--- src/hw/ctdp_pkg.sv ---
// constants and carrier types for the cordless test and debug port
package ctdp_pkg;

	// timing
	localparam int CLK_PERIOD_NS = 100;
	localparam int LB3_DELAY_NS  = 1620000;
	localparam int LB3_DELAY_CYC = LB3_DELAY_NS / CLK_PERIOD_NS;

	// register map (byte addresses)
	localparam int         ADDR_W     = 8;
	localparam logic [7:0] OFS_ROUTE  = 8'h00;
	localparam logic [7:0] OFS_MODULATOR_TEST_CONTROL = 8'h04;
	localparam logic [7:0] OFS_INJMON = 8'h08;
	localparam logic [7:0] OFS_MEC1   = 8'h0c;
	localparam logic [7:0] OFS_STATUS = 8'h10;
	localparam logic [7:0] REG_RESET  = 8'h00;

	// field positions
	localparam int ROUTE_MODE_LO = 5;
	localparam int ROUTE_ENC_DIS = 7;
	localparam int ROUTE_TXSEL_LO = 2;
	localparam int MOD_TEST_BIT  = 2;
	localparam int MOD_PAT_LO    = 0;
	localparam int INJ_DRIVE_BIT = 1;
	localparam int INJ_ALL_BIT   = 0;
	localparam int MEC1_MOD_BIT  = 5;
	localparam int STAT_EMU      = 0;
	localparam int STAT_MOD_ON   = 1;
	localparam int STAT_LB3_RDY  = 2;

	// encodings
	localparam logic [1:0] MODE_VOICE = 2'h0;
	localparam logic [1:0] MODE_DCHAN = 2'h2;
	localparam logic [1:0] MODE_TXDIG = 2'h3;
	localparam logic [1:0] PAT_ZERO   = 2'h0;
	localparam logic [1:0] PAT_ONE    = 2'h1;
	localparam logic [1:0] PAT_ALT    = 2'h2;
	localparam logic [1:0] PAT_EXT    = 2'h3;
	localparam logic [1:0] TXSEL_LB3  = 2'h2;

	// slot flags of a frame; all clear means preamble
	typedef struct packed {
		logic ctrl;
		logic voice;
		logic marker;
		logic sync_w;
	} ctdp_slot_t;

	// multifunction pin drive
	typedef struct packed {
		logic [5:0] out;
		logic [5:0] oe;
	} ctdp_mpin_t;

	// microcontroller side pins and enables
	typedef struct packed {
		logic [5:0] port_oe;
		logic       ale_is_input;
		logic       cs0;
		logic       cs1;
		logic       cs2;
		logic       wdog_en;
		logic       timer_in_en;
		logic       iram_en;
	} ctdp_mcu_t;

	// results handed to the formatter and modulator
	typedef struct packed {
		logic inj_bit;
		logic inj_strobe;
		logic voice_bit;
		logic voice_strobe;
		logic mod_data;
		logic mod_test_on;
		logic base_station_role;
	} ctdp_core_t;

endpackage

--- src/hw/ctdp_top.sv ---
// test, debug and emulation port logic with apb register access
//
// The implementer's own choices: the placing of the registers and the APB interface to the registers.
`timescale 1ns/10ps
`default_nettype none
module ctdp_top #(
	parameter int LB3_DELAY = ctdp_pkg::LB3_DELAY_CYC
) (
	// clock and reset
	input  wire logic                         clock,
	input  wire logic                         rst_n,
	// apb slave
	input  wire logic                         psel,
	input  wire logic                         penable,
	input  wire logic                         pwrite,
	input  wire logic [ctdp_pkg::ADDR_W-1:0]  paddr,
	input  wire logic [31:0]                  pwdata,
	output var  logic [31:0]                  prdata,
	output var  logic                         pready,
	output var  logic                         pslverr,
	// emulation strap and cpu side sources
	input  wire logic                         emu_strap_n,
	input  wire logic [2:0]                   cs_int,
	input  wire logic                         irq0_int,
	input  wire logic                         irq1_int,
	input  wire logic                         cpu_clk_int,
	output var  ctdp_pkg::ctdp_mcu_t          mcu_o,
	// timing sources from outside this domain
	input  wire logic                         link_clk_72k,
	input  wire logic                         voice_bit_clock,
	input  wire logic                         frame_clock_8k,
	// formatter side
	input  wire logic                         fmt_tx_bit,
	input  wire logic                         fmt_tx_valid,
	input  wire logic                         fmt_rx_bit,
	input  wire logic                         voice_rx_bit,
	input  wire ctdp_pkg::ctdp_slot_t         tx_slot,
	input  wire ctdp_pkg::ctdp_slot_t         rx_slot,
	output var  ctdp_pkg::ctdp_core_t         core_o,
	// multifunction pins
	input  wire logic [5:0]                   mpin_in,
	output var  ctdp_pkg::ctdp_mpin_t         mpin_o
);

	// synchronisers: strap, link clk, bit clk, frame clk, pin 5, pin 1
	logic [5:0] sync1_r;
	logic [5:0] sync2_r;
	logic [5:0] sync3_r;
	always_ff @(posedge clock)
	begin
		sync1_r <= {emu_strap_n, link_clk_72k, voice_bit_clock, frame_clock_8k,
			mpin_in[5], mpin_in[1]};
		sync2_r <= sync1_r;
		sync3_r <= sync2_r;
	end
	logic strap_s;
	logic lclk_s;
	logic lclk_d;
	logic bclk_s;
	logic bclk_d;
	logic fclk_d;
	logic pin5_s;
	logic pin1_s;
	assign strap_s = sync2_r[5];
	assign lclk_s  = sync2_r[4];
	assign lclk_d  = sync3_r[4];
	assign bclk_s  = sync2_r[3];
	assign bclk_d  = sync3_r[3];
	assign fclk_d  = sync3_r[2];
	assign pin5_s  = sync2_r[1];
	assign pin1_s  = sync2_r[0];
	logic lrise;
	logic lfall;
	logic brise;
	assign lrise = lclk_s & ~lclk_d;
	assign lfall = ~lclk_s & lclk_d;
	assign brise = bclk_s & ~bclk_d;

	// registers and apb
	logic [7:0]  route_r, route_nxt;
	logic [7:0]  modulator_test_control_r, modulator_test_control_nxt;
	logic [7:0]  injmon_r, injmon_nxt;
	logic [7:0]  mec1_r, mec1_nxt;
	logic        in_rst_r, in_rst_nxt;
	logic        emu_r, emu_nxt;
	logic [31:0] prdata_nxt;
	logic        pready_nxt;
	logic        pslverr_nxt;
	logic        lb3_rdy_r;
	logic        mod_on_r;
	logic        setup;
	logic        wr_acc;
	logic        hit;
	logic [7:0]  rd_val;

	always_comb
	begin
		route_nxt   = route_r;
		modulator_test_control_nxt  = modulator_test_control_r;
		injmon_nxt  = injmon_r;
		mec1_nxt    = mec1_r;
		in_rst_nxt  = 1'b0;
		emu_nxt     = emu_r;
		// strap caught at the first edge after release; synchroniser runs in reset
		if (in_rst_r)
			emu_nxt = ~strap_s;
		setup  = psel & ~penable;
		wr_acc = psel & penable & pready & pwrite;
		hit    = 1'b1;
		rd_val = 8'h00;
		case (paddr)
			ctdp_pkg::OFS_ROUTE:  rd_val = route_r;
			ctdp_pkg::OFS_MODULATOR_TEST_CONTROL: rd_val = modulator_test_control_r;
			ctdp_pkg::OFS_INJMON: rd_val = injmon_r;
			ctdp_pkg::OFS_MEC1:   rd_val = mec1_r;
			ctdp_pkg::OFS_STATUS:
			begin
				rd_val[ctdp_pkg::STAT_EMU]     = emu_r;
				rd_val[ctdp_pkg::STAT_MOD_ON]  = mod_on_r;
				rd_val[ctdp_pkg::STAT_LB3_RDY] = lb3_rdy_r;
			end
			default: hit = 1'b0;
		endcase
		if (wr_acc)
		begin
			case (paddr)
				ctdp_pkg::OFS_ROUTE:  route_nxt  = pwdata[7:0];
				ctdp_pkg::OFS_MODULATOR_TEST_CONTROL: modulator_test_control_nxt = pwdata[7:0];
				ctdp_pkg::OFS_INJMON: injmon_nxt = pwdata[7:0];
				ctdp_pkg::OFS_MEC1:   mec1_nxt   = pwdata[7:0];
				default: ;
			endcase
		end
		// no wait state: answer is prepared during setup
		pready_nxt  = setup;
		prdata_nxt  = setup ? {24'h00_0000, rd_val} : prdata;
		pslverr_nxt = setup & ~hit;
	end

	always_ff @(posedge clock)
	begin
		if (!rst_n)
		begin
			route_r  <= ctdp_pkg::REG_RESET;
			modulator_test_control_r <= ctdp_pkg::REG_RESET;
			injmon_r <= ctdp_pkg::REG_RESET;
			mec1_r   <= ctdp_pkg::REG_RESET;
			in_rst_r <= 1'b1;
			emu_r    <= 1'b0;
			prdata   <= 32'h0000_0000;
			pready   <= 1'b0;
			pslverr  <= 1'b0;
		end
		else
		begin
			route_r  <= route_nxt;
			modulator_test_control_r <= modulator_test_control_nxt;
			injmon_r <= injmon_nxt;
			mec1_r   <= mec1_nxt;
			in_rst_r <= in_rst_nxt;
			emu_r    <= emu_nxt;
			prdata   <= prdata_nxt;
			pready   <= pready_nxt;
			pslverr  <= pslverr_nxt;
		end
	end

	// decoded controls
	logic [1:0] mode;
	logic [1:0] pattern;
	logic       mod_test;
	logic       inj_drive;
	logic       inj_all;
	logic       enc_on;
	logic       tx_gate;
	logic       rx_gate;
	assign mode      = route_r[ctdp_pkg::ROUTE_MODE_LO +: 2];
	assign pattern   = modulator_test_control_r[ctdp_pkg::MOD_PAT_LO +: 2];
	assign mod_test  = modulator_test_control_r[ctdp_pkg::MOD_TEST_BIT];
	assign inj_drive = injmon_r[ctdp_pkg::INJ_DRIVE_BIT];
	assign inj_all   = injmon_r[ctdp_pkg::INJ_ALL_BIT];
	assign enc_on    = ~route_r[ctdp_pkg::ROUTE_ENC_DIS];
	// preamble slots never get a clock pulse
	assign tx_gate = tx_slot.ctrl | (inj_all & |tx_slot[2:0]);
	assign rx_gate = rx_slot.ctrl | (inj_all & |rx_slot[2:0]);

	// link datapath
	logic        txd_r, txd_nxt;
	logic        txv_r, txv_nxt;
	logic        mon_tx_r, mon_tx_nxt;
	logic        mon_rx_r, mon_rx_nxt;
	logic        alt_r, alt_nxt;
	logic        ext_r, ext_nxt;
	logic        mod_on_nxt;
	logic        lb3_rdy_nxt;
	logic [15:0] lb3_cnt_r, lb3_cnt_nxt;
	ctdp_pkg::ctdp_core_t core_nxt;

	always_comb
	begin
		txd_nxt    = txd_r;
		txv_nxt    = txv_r;
		mon_tx_nxt = mon_tx_r;
		mon_rx_nxt = mon_rx_r;
		alt_nxt    = alt_r;
		ext_nxt    = ext_r;
		core_nxt   = core_o;
		core_nxt.inj_strobe   = 1'b0;
		core_nxt.voice_strobe = 1'b0;
		if (lrise)
		begin
			txd_nxt = fmt_tx_bit;
			txv_nxt = fmt_tx_valid;
			alt_nxt = ~alt_r;
		end
		if (lfall)
		begin
			mon_tx_nxt = fmt_tx_bit;
			mon_rx_nxt = fmt_rx_bit;
			// external pattern moves on the rise, so take it mid bit
			ext_nxt = pin1_s;
		end
		// injected bits pass on one per strobe, in arrival order
		if (mode == ctdp_pkg::MODE_DCHAN && inj_drive && lrise && tx_gate)
		begin
			core_nxt.inj_bit    = pin1_s;
			core_nxt.inj_strobe = 1'b1;
		end
		if (mode == ctdp_pkg::MODE_VOICE && brise)
		begin
			core_nxt.voice_bit    = enc_on ? pin5_s : pin1_s;
			core_nxt.voice_strobe = 1'b1;
		end
		mod_on_nxt = mec1_r[ctdp_pkg::MEC1_MOD_BIT] & mod_test;
		core_nxt.mod_test_on = mod_on_nxt;
		case (pattern)
			ctdp_pkg::PAT_ZERO: core_nxt.mod_data = 1'b0;
			ctdp_pkg::PAT_ONE:  core_nxt.mod_data = 1'b1;
			ctdp_pkg::PAT_ALT:  core_nxt.mod_data = alt_r;
			default:            core_nxt.mod_data = ext_r;
		endcase
		// loopback 3: counts the loop delay before reporting ready
		core_nxt.base_station_role = route_r[ctdp_pkg::ROUTE_TXSEL_LO +: 2] == ctdp_pkg::TXSEL_LB3;
		lb3_cnt_nxt = 16'h0000;
		lb3_rdy_nxt = 1'b0;
		if (core_nxt.base_station_role)
		begin
			lb3_rdy_nxt = lb3_cnt_r >= LB3_DELAY[15:0];
			lb3_cnt_nxt = lb3_rdy_nxt ? lb3_cnt_r : lb3_cnt_r + 16'h0001;
		end
	end

	always_ff @(posedge clock)
	begin
		if (!rst_n)
		begin
			txd_r     <= 1'b0;
			txv_r     <= 1'b0;
			mon_tx_r  <= 1'b0;
			mon_rx_r  <= 1'b0;
			alt_r     <= 1'b0;
			ext_r     <= 1'b0;
			mod_on_r  <= 1'b0;
			lb3_rdy_r <= 1'b0;
			lb3_cnt_r <= 16'h0000;
			core_o    <= '0;
		end
		else
		begin
			txd_r     <= txd_nxt;
			txv_r     <= txv_nxt;
			mon_tx_r  <= mon_tx_nxt;
			mon_rx_r  <= mon_rx_nxt;
			alt_r     <= alt_nxt;
			ext_r     <= ext_nxt;
			mod_on_r  <= mod_on_nxt;
			lb3_rdy_r <= lb3_rdy_nxt;
			lb3_cnt_r <= lb3_cnt_nxt;
			core_o    <= core_nxt;
		end
	end

	// pins; clocks use the delayed sample so data and clock leave together
	ctdp_pkg::ctdp_mpin_t mpin_nxt;
	ctdp_pkg::ctdp_mcu_t  mcu_nxt;

	always_comb
	begin
		mpin_nxt = '0;
		case (mode)
			ctdp_pkg::MODE_VOICE:
			begin
				mpin_nxt.out[0] = voice_rx_bit;
				mpin_nxt.out[2] = bclk_d;
				mpin_nxt.out[3] = fclk_d;
				mpin_nxt.out[4] = voice_rx_bit;
				mpin_nxt.oe     = {1'b0, enc_on, 1'b1, 1'b1, 1'b0, 1'b1};
			end
			ctdp_pkg::MODE_TXDIG:
			begin
				mpin_nxt.out[0] = lclk_d;
				mpin_nxt.oe[0]  = 1'b1;
				// in test mode pin 1 is left as the pattern input
				mpin_nxt.out[1] = txd_r;
				mpin_nxt.out[2] = txv_r;
				mpin_nxt.oe[1]  = ~mod_test;
				mpin_nxt.oe[2]  = ~mod_test;
			end
			ctdp_pkg::MODE_DCHAN:
			begin
				mpin_nxt.out[0] = mon_rx_r;
				mpin_nxt.out[1] = mon_tx_r;
				mpin_nxt.out[2] = lclk_d & rx_gate;
				mpin_nxt.out[3] = lclk_d & tx_gate;
				mpin_nxt.oe     = {2'b00, 1'b1, 1'b1, ~inj_drive, 1'b1};
			end
			default: mpin_nxt = '0;
		endcase
		// emulation: ports released and chip selects repurposed
		mcu_nxt.port_oe      = emu_r ? 6'h00 : 6'h3f;
		mcu_nxt.ale_is_input = emu_r;
		mcu_nxt.cs0          = emu_r ? irq0_int : cs_int[0];
		mcu_nxt.cs1          = emu_r ? irq1_int : cs_int[1];
		mcu_nxt.cs2          = emu_r ? cpu_clk_int : cs_int[2];
		mcu_nxt.wdog_en      = ~emu_r;
		mcu_nxt.timer_in_en  = ~emu_r;
		mcu_nxt.iram_en      = ~emu_r;
	end

	always_ff @(posedge clock)
	begin
		if (!rst_n)
		begin
			mpin_o <= '0;
			mcu_o  <= '0;
		end
		else
		begin
			mpin_o <= mpin_nxt;
			mcu_o  <= mcu_nxt;
		end
	end
endmodule
`default_nettype wire

--- config.mk ---
export PLATFORM = sky130hd
export DESIGN_NAME = ctdp_top
export DESIGN_NICKNAME = d
export VERILOG_FILES = /design/src/hw/ctdp_pkg.sv /design/src/hw/ctdp_top.sv
export SDC_FILE = /design/constraint.sdc
export NUM_CORES = 1
export LEC_CHECK = 0
export BUFFER_PORTS_ARGS = -buffer_cell sky130_fd_sc_hd__buf_4
export CELL_PAD_IN_SITES_DETAIL_PLACEMENT = 1
export CELL_PAD_IN_SITES_GLOBAL_PLACEMENT = 1
export CORE_AREA = 3 3 124 90
export CTS_BUF_LIST = sky130_fd_sc_hd__clkbuf_4
export DETAILED_ROUTE_END_ITERATION = 10
export DIE_AREA = 0 0 127 93
export GPL_ROUTABILITY_DRIVEN = 0
export PLACE_DENSITY = 0.9
export SLEW_MARGIN = 20
export SYNTH_ARGS = -nofsm -noshare
export SYNTH_HDL_FRONTEND = slang
export SYNTH_SLANG_ARGS = --single-unit
--- constraint.sdc ---
create_clock -name clock -period 3.5 [get_ports clock]
set_input_delay 0.35 -clock clock [delete_from_list [all_inputs] [get_ports clock]]
set_output_delay 0.35 -clock clock [all_outputs]
set_load 0.02 [all_outputs]
==> impl_metrics.json, run 1 <==
{
  "synth_area_sq_um": 4200,
  "ant_nets": 0,
  "holdPathStages": 3,
  "r2r-end": "lb3_cnt_r[7]",
  "drive_gt1_share_pct": 23.7,
  "p_leak_nw": 2.17,
  "grt_max_degree": 42,
  "drv_slew": 0,
  "ys_seq_area_share_pct": 49.6,
  "worstMarginPinSlew_ps": 890,
  "p_per_area_nw_per_um2": 414,
  "holdCritStartpoint": "cs_int[0]",
  "cts_root_buffer": "clkbuf_4",
  "yosysWarnings": 0,
  "routed_wl_um": 9990,
  "core_area_sq_um": 10200,
  "finalSetupViolations": 0,
  "cap_viol_max_count": 0,
  "slew_headroom_pct": 40.5,
  "startpoint_type": "flop",
  "synthArstFlopShare_pct": 0,
  "outcome": "completed",
  "track_usage_pct": 16.9,
  "reg2reg_slack_ps": 1480,
  "via_per_inst": 5.06,
  "die_w_um": 127,
  "boundaryPins": 139,
  "syn_avg_cell_area_sq_um": 10.1,
  "insertion_delay_ps": 460,
  "drcViolationCount": 0,
  "reg2regPathDepth": 4,
  "synth_top_area_cell": "dfxtp_1",
  "crit_required_ps": 3880,
  "path_max_fanout": 19,
  "start_util_pct": 41.3,
  "grt_first_pass_wirelength_um": 15900,
  "wl_per_cell_um": 15.9,
  "synth-edff-count": 0,
  "vias": 3175,
  "fin_crit_sh_pct": 57.7,
  "pre_cts_slack_ps": 1220,
  "clockBufferDepth": 2,
  "cts_tree": "yes",
  "ir_drop_mv": 0.207,
  "antenna_found_initial": 0,
  "cts-htree-levels": 3,
  "die_y_um": 93,
  "rows": 31,
  "fin_ws_ps": 1480,
  "tns_ps": 0,
  "hold_path_class": "in2reg",
  "port_buffers": 84,
  "crit_arrival_ps": 2400,
  "yosys.area.top_type_share_pct": 49.6,
  "first_global_vias": 3217,
  "grt-ovfl-total": 0,
  "cts_buffers": 9,
  "r2r-start": "lb3_cnt_r[11]",
  "clock-sinks": 104,
  "ys_ff_latch": 104,
  "synth_ff_type": "dfxtp_1",
  "synth.area.top_cells": "dfxtp_1, mux2i_1, buf_4",
  "period_needed_ps": 2020,
  "dp_hpwl_um": 7450,
  "finalHoldViolCount": 0,
  "whs_ps": 112,
  "drtIter0Drc": 205,
  "finalClockSkew_ps": 17.1,
  "synth.distinct_cells": 54,
  "syn_inst": 414,
  "rsz0062_at_grt": "no",
  "fillCellCount": 1159,
  "clkTransAtPathRegs_ps": 160,
  "worst_hold_path.endpoint": "mcu_o[5]",
  "drtPass1Iterations": 4,
  "die_area_sq_um": 11800,
  "criticalPathCategory": "reg2reg",
  "area_delta_synth_final_pct": 17.8,
  "num-nets-final": 564,
  "cts_setup_buffers": 0,
  "end_kind": "flop",
  "crit_start": "lb3_cnt_r[11]",
  "max_freq_mhz": 495,
  "ctsResizeCount": 0
}
-- flip-flops by register name, indices dropped and copies added, names as in the netlist, 3 cells and up --
register and flops:
injmon_r 8, core_o 6, mec1_r 8, sync1_r 6, sync3_r 3, sync2_r 6
prdata 8, mcu_o 5, mpin_o 10, modulator_test_control_r 8, route_r 8, lb3_cnt_r 16
-- routing by layer --
metal	share of wire [%]	track usage, %	vias to the layer above
li1	-	-	1534
met1	46	21.0	1547
met2	48	29.4	80
met3	5.3	4.28	14
met4	1.1	4.20	0
met5	0	0	-
-- report_power, final --
part / internal (mW) / total (mW) / switching [mW]
combinational: 0.0788 / 0.188 / 0.110
sequential: 1.21 / 1.22 / 0.0147
clock: 0.247 / 0.636 / 0.389
total: 1.54 / 2.05 / 0.513
-- cells in the final DEF (no fill, tap or decap), drive strengths merged, types with 5 or more instances in the layout --
cell type      n
a22o           7
buf           85
dlygate4sd3    6
nand3          9
nor2          33
and2           5
inv           10
a21oi         16
conb          26
mux2i         45
or4            6
o21ai         10
dfxtp        104
mux4           5
nand2         44
clkbuf        12
or3            7
nor2b          6
nor3           6
-- critical path, stage by stage, from the launching register on --
cell     delay [ps]
dfxtp_1         420
nand4_1         240
o41ai_4         910
o21ai_0         210
a21oi_1         180
-- synth_stat cells, types with 3 or more instances --
master / count
nand2_1: 44
buf_2: 3
dfxtp_1: 104
mux2i_1: 45
nor3_1: 5
buf_6: 3
buf_4: 35
nand4_1: 3
a22oi_1: 4
a211oi_1: 3
and3_1: 3
clkbuf_1: 9
o21ai_0: 10
a21oi_1: 16
or3_1: 7
nor2b_1: 6
inv_1: 8
a22o_1: 7
mux4_2: 5
or4_1: 5
o31ai_1: 3
and2_1: 5
xnor2_1: 3
nor2_1: 33
nand3_1: 8
-- logic make-up (layout without fill, tap and decap cells) --
logic type      after synthesis  after routing  synth area share (%)
other cells                   1             27                0.0893
flops                       104            104                  49.6
buf+inv                      61            116                  9.20
mux                          52             52                  13.9
compound gates               54             54                  8.79
xor+xnor                      3              3                 0.625
simple gates                137            137                  17.2
fa+ha+maj                     2              2                 0.595
-- stage by stage --
stage	cell area (sq um)	total power, mW	util [%]	instances
final	4950	2.05	48.7	627
after floorplan	4300	1.38	-	439
after global placement	4750	1.43	46.7	604
after detailed placement	4750	1.43	46.7	604
after CTS	4950	2.07	48.7	626
after global routing	4950	2.13	48.7	626
-- cell type report --
cell class / instances / area, sq um / area share (%)
sequential: 104 / 2080 / 42.1
multi-input combinational: 274 / 1830 / 36.9
timing repair buffer: 91 / 698 / 14.1
tap: 132 / 165 / 3.34
clock buffer: 12 / 90.1 / 1.82
clock inverter: 4 / 52.6 / 1.06
inverter: 9 / 33.8 / 0.682
antenna: 1 / 2.50 / 0.0505
-- worst max-delay path by stage --
stage / end / slack (ps) / cells past startpoint
after global placement: modulator_test_control_r[4] / 1270 / 5
after global routing: lb3_cnt_r[4] / 1250 / 4
after detailed placement: modulator_test_control_r[2] / 1220 / 5
after CTS: lb3_cnt_r[7] / 1510 / 4
final: lb3_cnt_r[7] / 1480 / 4
after floorplan: injmon_r[0] / 1800 / 5
-- timing repair --
action,4_1_cts,5_1_grt
endpoints found under the setup margin,0,0
hold buffers,6,0
endpoints found under the hold margin,6,0
(Power assumes the default switching activity.)
==> run 2, diff against run 1 <==
CORE_AREA = 3 3 129 93   (was 3 3 124 90)
DIE_AREA = 0 0 132 96   (was 0 0 127 93)
PLACE_DENSITY = 0.84   (was 0.9)
clock period = 2.1 ns   (was 3.5 ns; I/O delays follow)
==> run 2 against run 1 <==
  * Design area is 4.2% higher
  * Non-clock buffer count is 19 higher
  * Clock-buffer cell count fell by 3
  * Largest cell class unchanged
  * Worst hold slack got worse by 77 ps
  * Die area is 7.3% higher
  * Global-route usage up 0.11 points
  * Sequential power is 67% higher
  * Critical path type unchanged
  * Critical path depth increased by 1
  * Clock skew grew 7.5 ps
==> impl_metrics.json, run 2 (synthesis gave the netlist of run 1 again) <==
{
  "cts_tree": "yes",
  "area_delta_synth_final_pct": 22.8,
  "cts-htree-levels": 3,
  "p_per_area_nw_per_um2": 669,
  "ff_latch_area_sq_um": 2080,
  "ant_nets": 0,
  "cts_root_buffer": "clkbuf_4",
  "worst_hold_path.endpoint": "mon_rx_r",
  "drtIter0Drc": 167,
  "largest_register": "lb3_cnt_r",
  "r2r-start": "lb3_cnt_r[11]",
  "fin_crit_sh_pct": 82.8,
  "end_kind": "flop",
  "drive_gt1_share_pct": 23.2,
  "startpoint_type": "flop",
  "final_cell_mix": "dfxtp_1, buf_4, mux2i_1",
  "rows": 32,
  "clock-sinks": 104,
  "start_util_pct": 38.4,
  "cap_viol_max_count": 0,
  "outcome": "completed",
  "clkTransAtPathRegs_ps": 160,
  "track_usage_pct": 17.0,
  "worstMarginPinSlew_ps": 599,
  "finalClockSkew_ps": 24.5,
  "largest_register_ffs": 16,
  "die_w_um": 132,
  "whs_ps": 34.9,
  "grt-ovfl-total": 0,
  "utilization_pct": 47.2,
  "fillCellCount": 1250,
  "reg2regPathDepth": 5,
  "finalHoldViolCount": 0,
  "num-nets-final": 583,
  "path_cells": "nand4_1 > o41ai_4 > buf_4 > o21ai_0 > a21oi_1",
  "drtPass1Iterations": 4,
  "hold_path_class": "in2reg",
  "via_per_inst": 4.89,
  "reg2reg_slack_ps": 360,
  "max_freq_mhz": 575,
  "slew_headroom_pct": 59.9,
  "holdCritStartpoint": "fmt_rx_bit",
  "largest_registers": "lb3_cnt_r (16), mpin_o (10)",
  "drv_slew": 0,
  "insertion_delay_ps": 460,
  "cp_top_family": "compound AO/OA/AOI/OAI gates",
  "routed_wl_um": 10600,
  "core_area_sq_um": 10900,
  "rsz0062_at_grt": "no",
  "wl_per_cell_um": 15.9,
  "criticalPathCategory": "reg2reg",
  "die_y_um": 96,
  "period_needed_ps": 1740,
  "multiInputGateArea_sq_um": 1830,
  "tns_ps": 0,
  "antenna_found_initial": 0,
  "critPathMaxStageDelay_ps": 530,
  "cts_setup_buffers": 0,
  "path_buf_inv": 1,
  "dp_hpwl_um": 7570,
  "ctsResizeCount": 0,
  "boundaryPins": 139,
  "crit_arrival_ps": 2120,
  "r2r-end": "lb3_cnt_r[4]",
  "port_buffers": 84,
  "path_max_fanout": 14,
  "fin_ws_ps": 362,
  "first_global_vias": 3391,
  "slowest_stage": "o41ai_4",
  "p_leak_nw": 2.24,
  "die_area_sq_um": 12700,
  "vias": 3251,
  "n_antenna_cell": 0,
  "dpl.cell_count": 628,
  "cts_buffers": 9,
  "finalSetupViolations": 0,
  "ir_drop_mv": 0.287,
  "pre_cts_slack_ps": 202,
  "fin_cells": 665,
  "clockBufferDepth": 2,
  "crit_required_ps": 2480,
  "holdPathStages": 3,
  "grt_first_pass_wirelength_um": 17400,
  "grt_max_degree": 38,
  "drcViolationCount": 0,
  "final_common_cell": "dfxtp_1"
}
-- run 2: changes by cell type in the layout (fill, tap and decap cells not counted) --
cell / previous run / this run
inv_8: 0 / 1
clkbuf_4: 12 / 9
buf_4: 85 / 88
dlygate4sd3_1: 6 / 22
diode_2: 1 / 0
clkinvlp_4: 0 / 1
clkinv_4: 0 / 1
clkinv_2: 1 / 0
-- run 2: layout make-up --
| class | count | area share, % |
|---|---|---|
| tap | 153 | 3.71 |
| clock buffer | 9 | 1.31 |
| timing repair buffer | 110 | 17.1 |
| clock inverter | 6 | 1.46 |
| sequential | 104 | 40.4 |
| inverter | 9 | 0.655 |
| multi-input combinational | 274 | 35.4 |
-- run 2: how the worst max path moves through the flow --
stage | start | to | slack [ps] | cells past startpoint
finish | lb3_cnt_r[11] | lb3_cnt_r[4] | 360 | 5
floorplan | paddr[6] | injmon_r[0] | 540 | 5
global placement | paddr[6] | injmon_r[7] | 250 | 5
CTS | lb3_cnt_r[11] | lb3_cnt_r[0] | 350 | 5
detailed placement | paddr[6] | injmon_r[3] | 200 | 5
global route | lb3_cnt_r[11] | lb3_cnt_r[4] | 170 | 5
-- run 2: timing repair --
action / 4_1_cts / 5_1_grt
hold endpoints to repair: 20 / 0
hold buffers: 22 / 0
endpoints found under the setup margin: 0 / 0
-- run 2: power breakdown --
group          internal [mW]  switching (mW)  leakage (nW)
registers               2.02          0.0239         0.849
logic                  0.155           0.194          1.31
clock network          0.376           0.687        0.0749
-- run 2: routing by layer --
layer | up-vias | GRT usage [%] | share of wire, %
met2 | 78 | 29.6 | 49
met1 | 1588 | 21.0 | 45
li1 | 1574 | - | -
met3 | 11 | 4.65 | 5.2
met4 | 0 | 4.63 | 1.0
met5 | - | 0 | 0
-- run 2: through the flow --
stage / cell area, sq um / power (mW)
detailed placement: 4790 / 2.39
finish: 5160 / 3.45
global route: 5160 / 3.60
CTS: 5160 / 3.50
global placement: 4790 / 2.38
floorplan: 4300 / 2.30
-- run 2: worst reg2reg max path, delay by kind of cell, from the launching register on --
kind,cells,cell delay (ps)
AO/OA/AOI/OAI,3,760
buffers and inverters,1,260
flip-flops,1,430
AND/OR/NAND/NOR,1,220
==> run 3, diff against run 2 <==
CORE_AREA = 3 3 135 98   (was 3 3 129 93)
DIE_AREA = 0 0 138 101   (was 0 0 132 96)
PLACE_DENSITY = 0.81   (was 0.84)
clock period = 1.5 ns   (was 2.1 ns; I/O delays follow)
==> run 3 against run 2 <==
  * The flow now finishes with violations (setup timing)
  * Combinational power is 47% higher
  * Critical path depth rose by 1
  * Clock power rose by 30%
  * Clock-buffer cell count unchanged
  * Sequential power increased by 40%
  * Cell count rose by 8.7%
  * Non-clock buffer count rose by 48
  * Highest routed layer unchanged
==> impl_metrics.json, run 3 (synthesis gave the netlist of run 1 again) <==
{
  "wl_per_cell_um": 16.1,
  "ant_nets": 0,
  "end_kind": "flop",
  "drtPass1Iterations": 4,
  "insertion_delay_ps": 450,
  "ir_drop_mv": 0.438,
  "rsz0062_at_grt": "yes",
  "fin_crit_sh_pct": 113,
  "drv_slew": 0,
  "largest_register": "lb3_cnt_r",
  "n_antenna_cell": 0,
  "grt_util_met2_pct": 29.2,
  "cts-htree-levels": 3,
  "area_delta_synth_final_pct": 35.6,
  "placed_area_sq_um": 5090,
  "finalClockSkew_ps": 10.9,
  "swShare_pct": 27.7,
  "seqPwrFrac_pct": 60.1,
  "final_common_cell": "buf_4",
  "num-nets-final": 631,
  "cap_viol_max_count": 0,
  "crit_required_ps": 1860,
  "startpoint_type": "flop",
  "grt_first_pass_wirelength_um": 18500,
  "period_needed_ps": 1700,
  "p_per_area_nw_per_um2": 832,
  "track_usage_pct": 16.4,
  "hold_path_class": "in2reg",
  "grt_max_degree": 22,
  "path_max_fanout": 5,
  "cts_root_buffer": "clkbuf_4",
  "finalInstanceArea_sq_um": 5700,
  "clock-sinks": 104,
  "pwr-share-clk_pct": 29.0,
  "internal_power_mw": 3.43,
  "met1_usage_pct": 20.0,
  "dpl.cell_count": 671,
  "violations": "setup timing",
  "final_cell_mix": "buf_4, dfxtp_1, mux2i_1",
  "busiest_layer": "met2",
  "switchingPower_mw": 1.31,
  "slowest_stage": "o41ai_4",
  "path_cells": "nand4bb_4 > o41ai_4 > buf_6 > buf_6 > xnor2_2 > nor2_1",
  "cp_top_family": "compound AO/OA/AOI/OAI gates",
  "grt-ovfl-total": 0,
  "die_w_um": 138,
  "crit_arrival_ps": 2060,
  "rows": 34,
  "fin_cells": 723,
  "crit_path_frequent_cell": "buf_6",
  "outcome": "finished with violations",
  "combPwrFrac_pct": 10.9,
  "die_y_um": 101,
  "clkTransAtPathRegs_ps": 170,
  "finalSetupViolations": 13,
  "vias": 3444,
  "largest_registers": "lb3_cnt_r (16), mpin_o (10)",
  "finalHoldViolCount": 0,
  "core_area_sq_um": 12200,
  "port_buffers": 84,
  "cts_buffers": 9,
  "first_global_vias": 3565,
  "drive_gt1_share_pct": 34.9,
  "drcViolationCount": 0,
  "routed_wl_um": 11700,
  "drtIter0Drc": 104,
  "die_area_sq_um": 13900,
  "p_leak_nw": 2.51,
  "start_util_pct": 34.5,
  "cts_tree": "yes",
  "antenna_found_initial": 0,
  "use_met3_pct": 4.08,
  "clockBufferDepth": 2,
  "criticalPathCategory": "reg2reg",
  "via_per_inst": 4.76,
  "fillCellCount": 1381,
  "critPathMaxStageDelay_ps": 510,
  "path_buf_inv": 2,
  "fin_ws_ps": -196,
  "max_freq_mhz": 590,
  "dp_hpwl_um": 8330,
  "largest_register_ffs": 16,
  "boundaryPins": 139
}
run 3: cell types whose count changed in the layout (fill, tap and decap cells not counted), sizes merged:
| cell | delta |
|---|---|
| dlygate4sd3 | +4 |
| clkinvlp | +2 |
| bufinv | -1 |
| buf | +44 |
run 3: layer usage:
| layer | vias up | share of wire [%] |
|---|---|---|
| met1 | 1685 | 45 |
| met2 | 77 | 50 |
| met3 | 12 | 4.2 |
| li1 | 1670 | - |
| met5 | - | 0 |
| met4 | 0 | 1.0 |
run 3: timing repair:
| action | CTS | global route |
|---|---|---|
| pin swaps | 10 | 15 |
| setup buffers | 7 | 4 |
| endpoints found under the setup margin | 13 | 17 |
| gates resized for setup | 25 | 25 |
| hold endpoints to repair | 35 | 0 |
| hold buffers | 26 | 0 |
| cloned | 1 | 0 |
run 3: worst paths after layout:
path | start | end | slack [ps] | depth (start not counted)
hold reg to reg | sync1_r[2] | sync2_r[2] | 340 | 0
setup / recovery | lb3_cnt_r[14] | lb3_cnt_r[0] | -200 | 6
hold / removal | paddr[7] | pslverr | 40 | 3
setup reg to reg | lb3_cnt_r[14] | lb3_cnt_r[0] | -200 | 6
run 3: worst register-to-register path, cell delays in order, from the launching register on:
cell and delay [ps]:
dfxtp_4 400, nand4bb_4 230, o41ai_4 510, buf_6 190
buf_6 120, xnor2_2 100, nor2_1 60
run 3: layout make-up:
type,instances,area (sq um),share of cell area [%]
Sequential cell,104,2110,37.0
Clock buffer,9,67.6,1.19
Tap cell,162,203,3.56
Clock inverter,7,62.6,1.10
Inverter,9,33.8,0.593
Timing Repair Buffer,158,1280,22.5
Multi-Input combinational cell,274,1940,34.1
run 3: metrics by stage:
stage                     power [mW]  hold slack [ps]  util, %  setup WS (ps)  setup TNS, ps
after floorplan                 3.22              178        -           2.60              0
after global placement          3.35              256     41.8           -165          -3900
after detailed placement        3.37              256     41.8           -214          -6570
after CTS                       4.78             2.69     46.0           -112           -742
after global routing            4.95             21.5     46.8           -255          -2850
final                           4.74             35.5     46.8           -196          -1930
run 3: power by group through the flow:
stage | registers [mW] | logic, mW | clock network, mW
6_report | 2.85 | 0.514 | 1.38
5_1_grt | 2.86 | 0.551 | 1.54
4_1_cts | 2.85 | 0.510 | 1.42
3_5_place_dp | 2.91 | 0.451 | 0
3_3_place_gp | 2.91 | 0.441 | 0
2_1_floorplan | 2.94 | 0.280 | 0
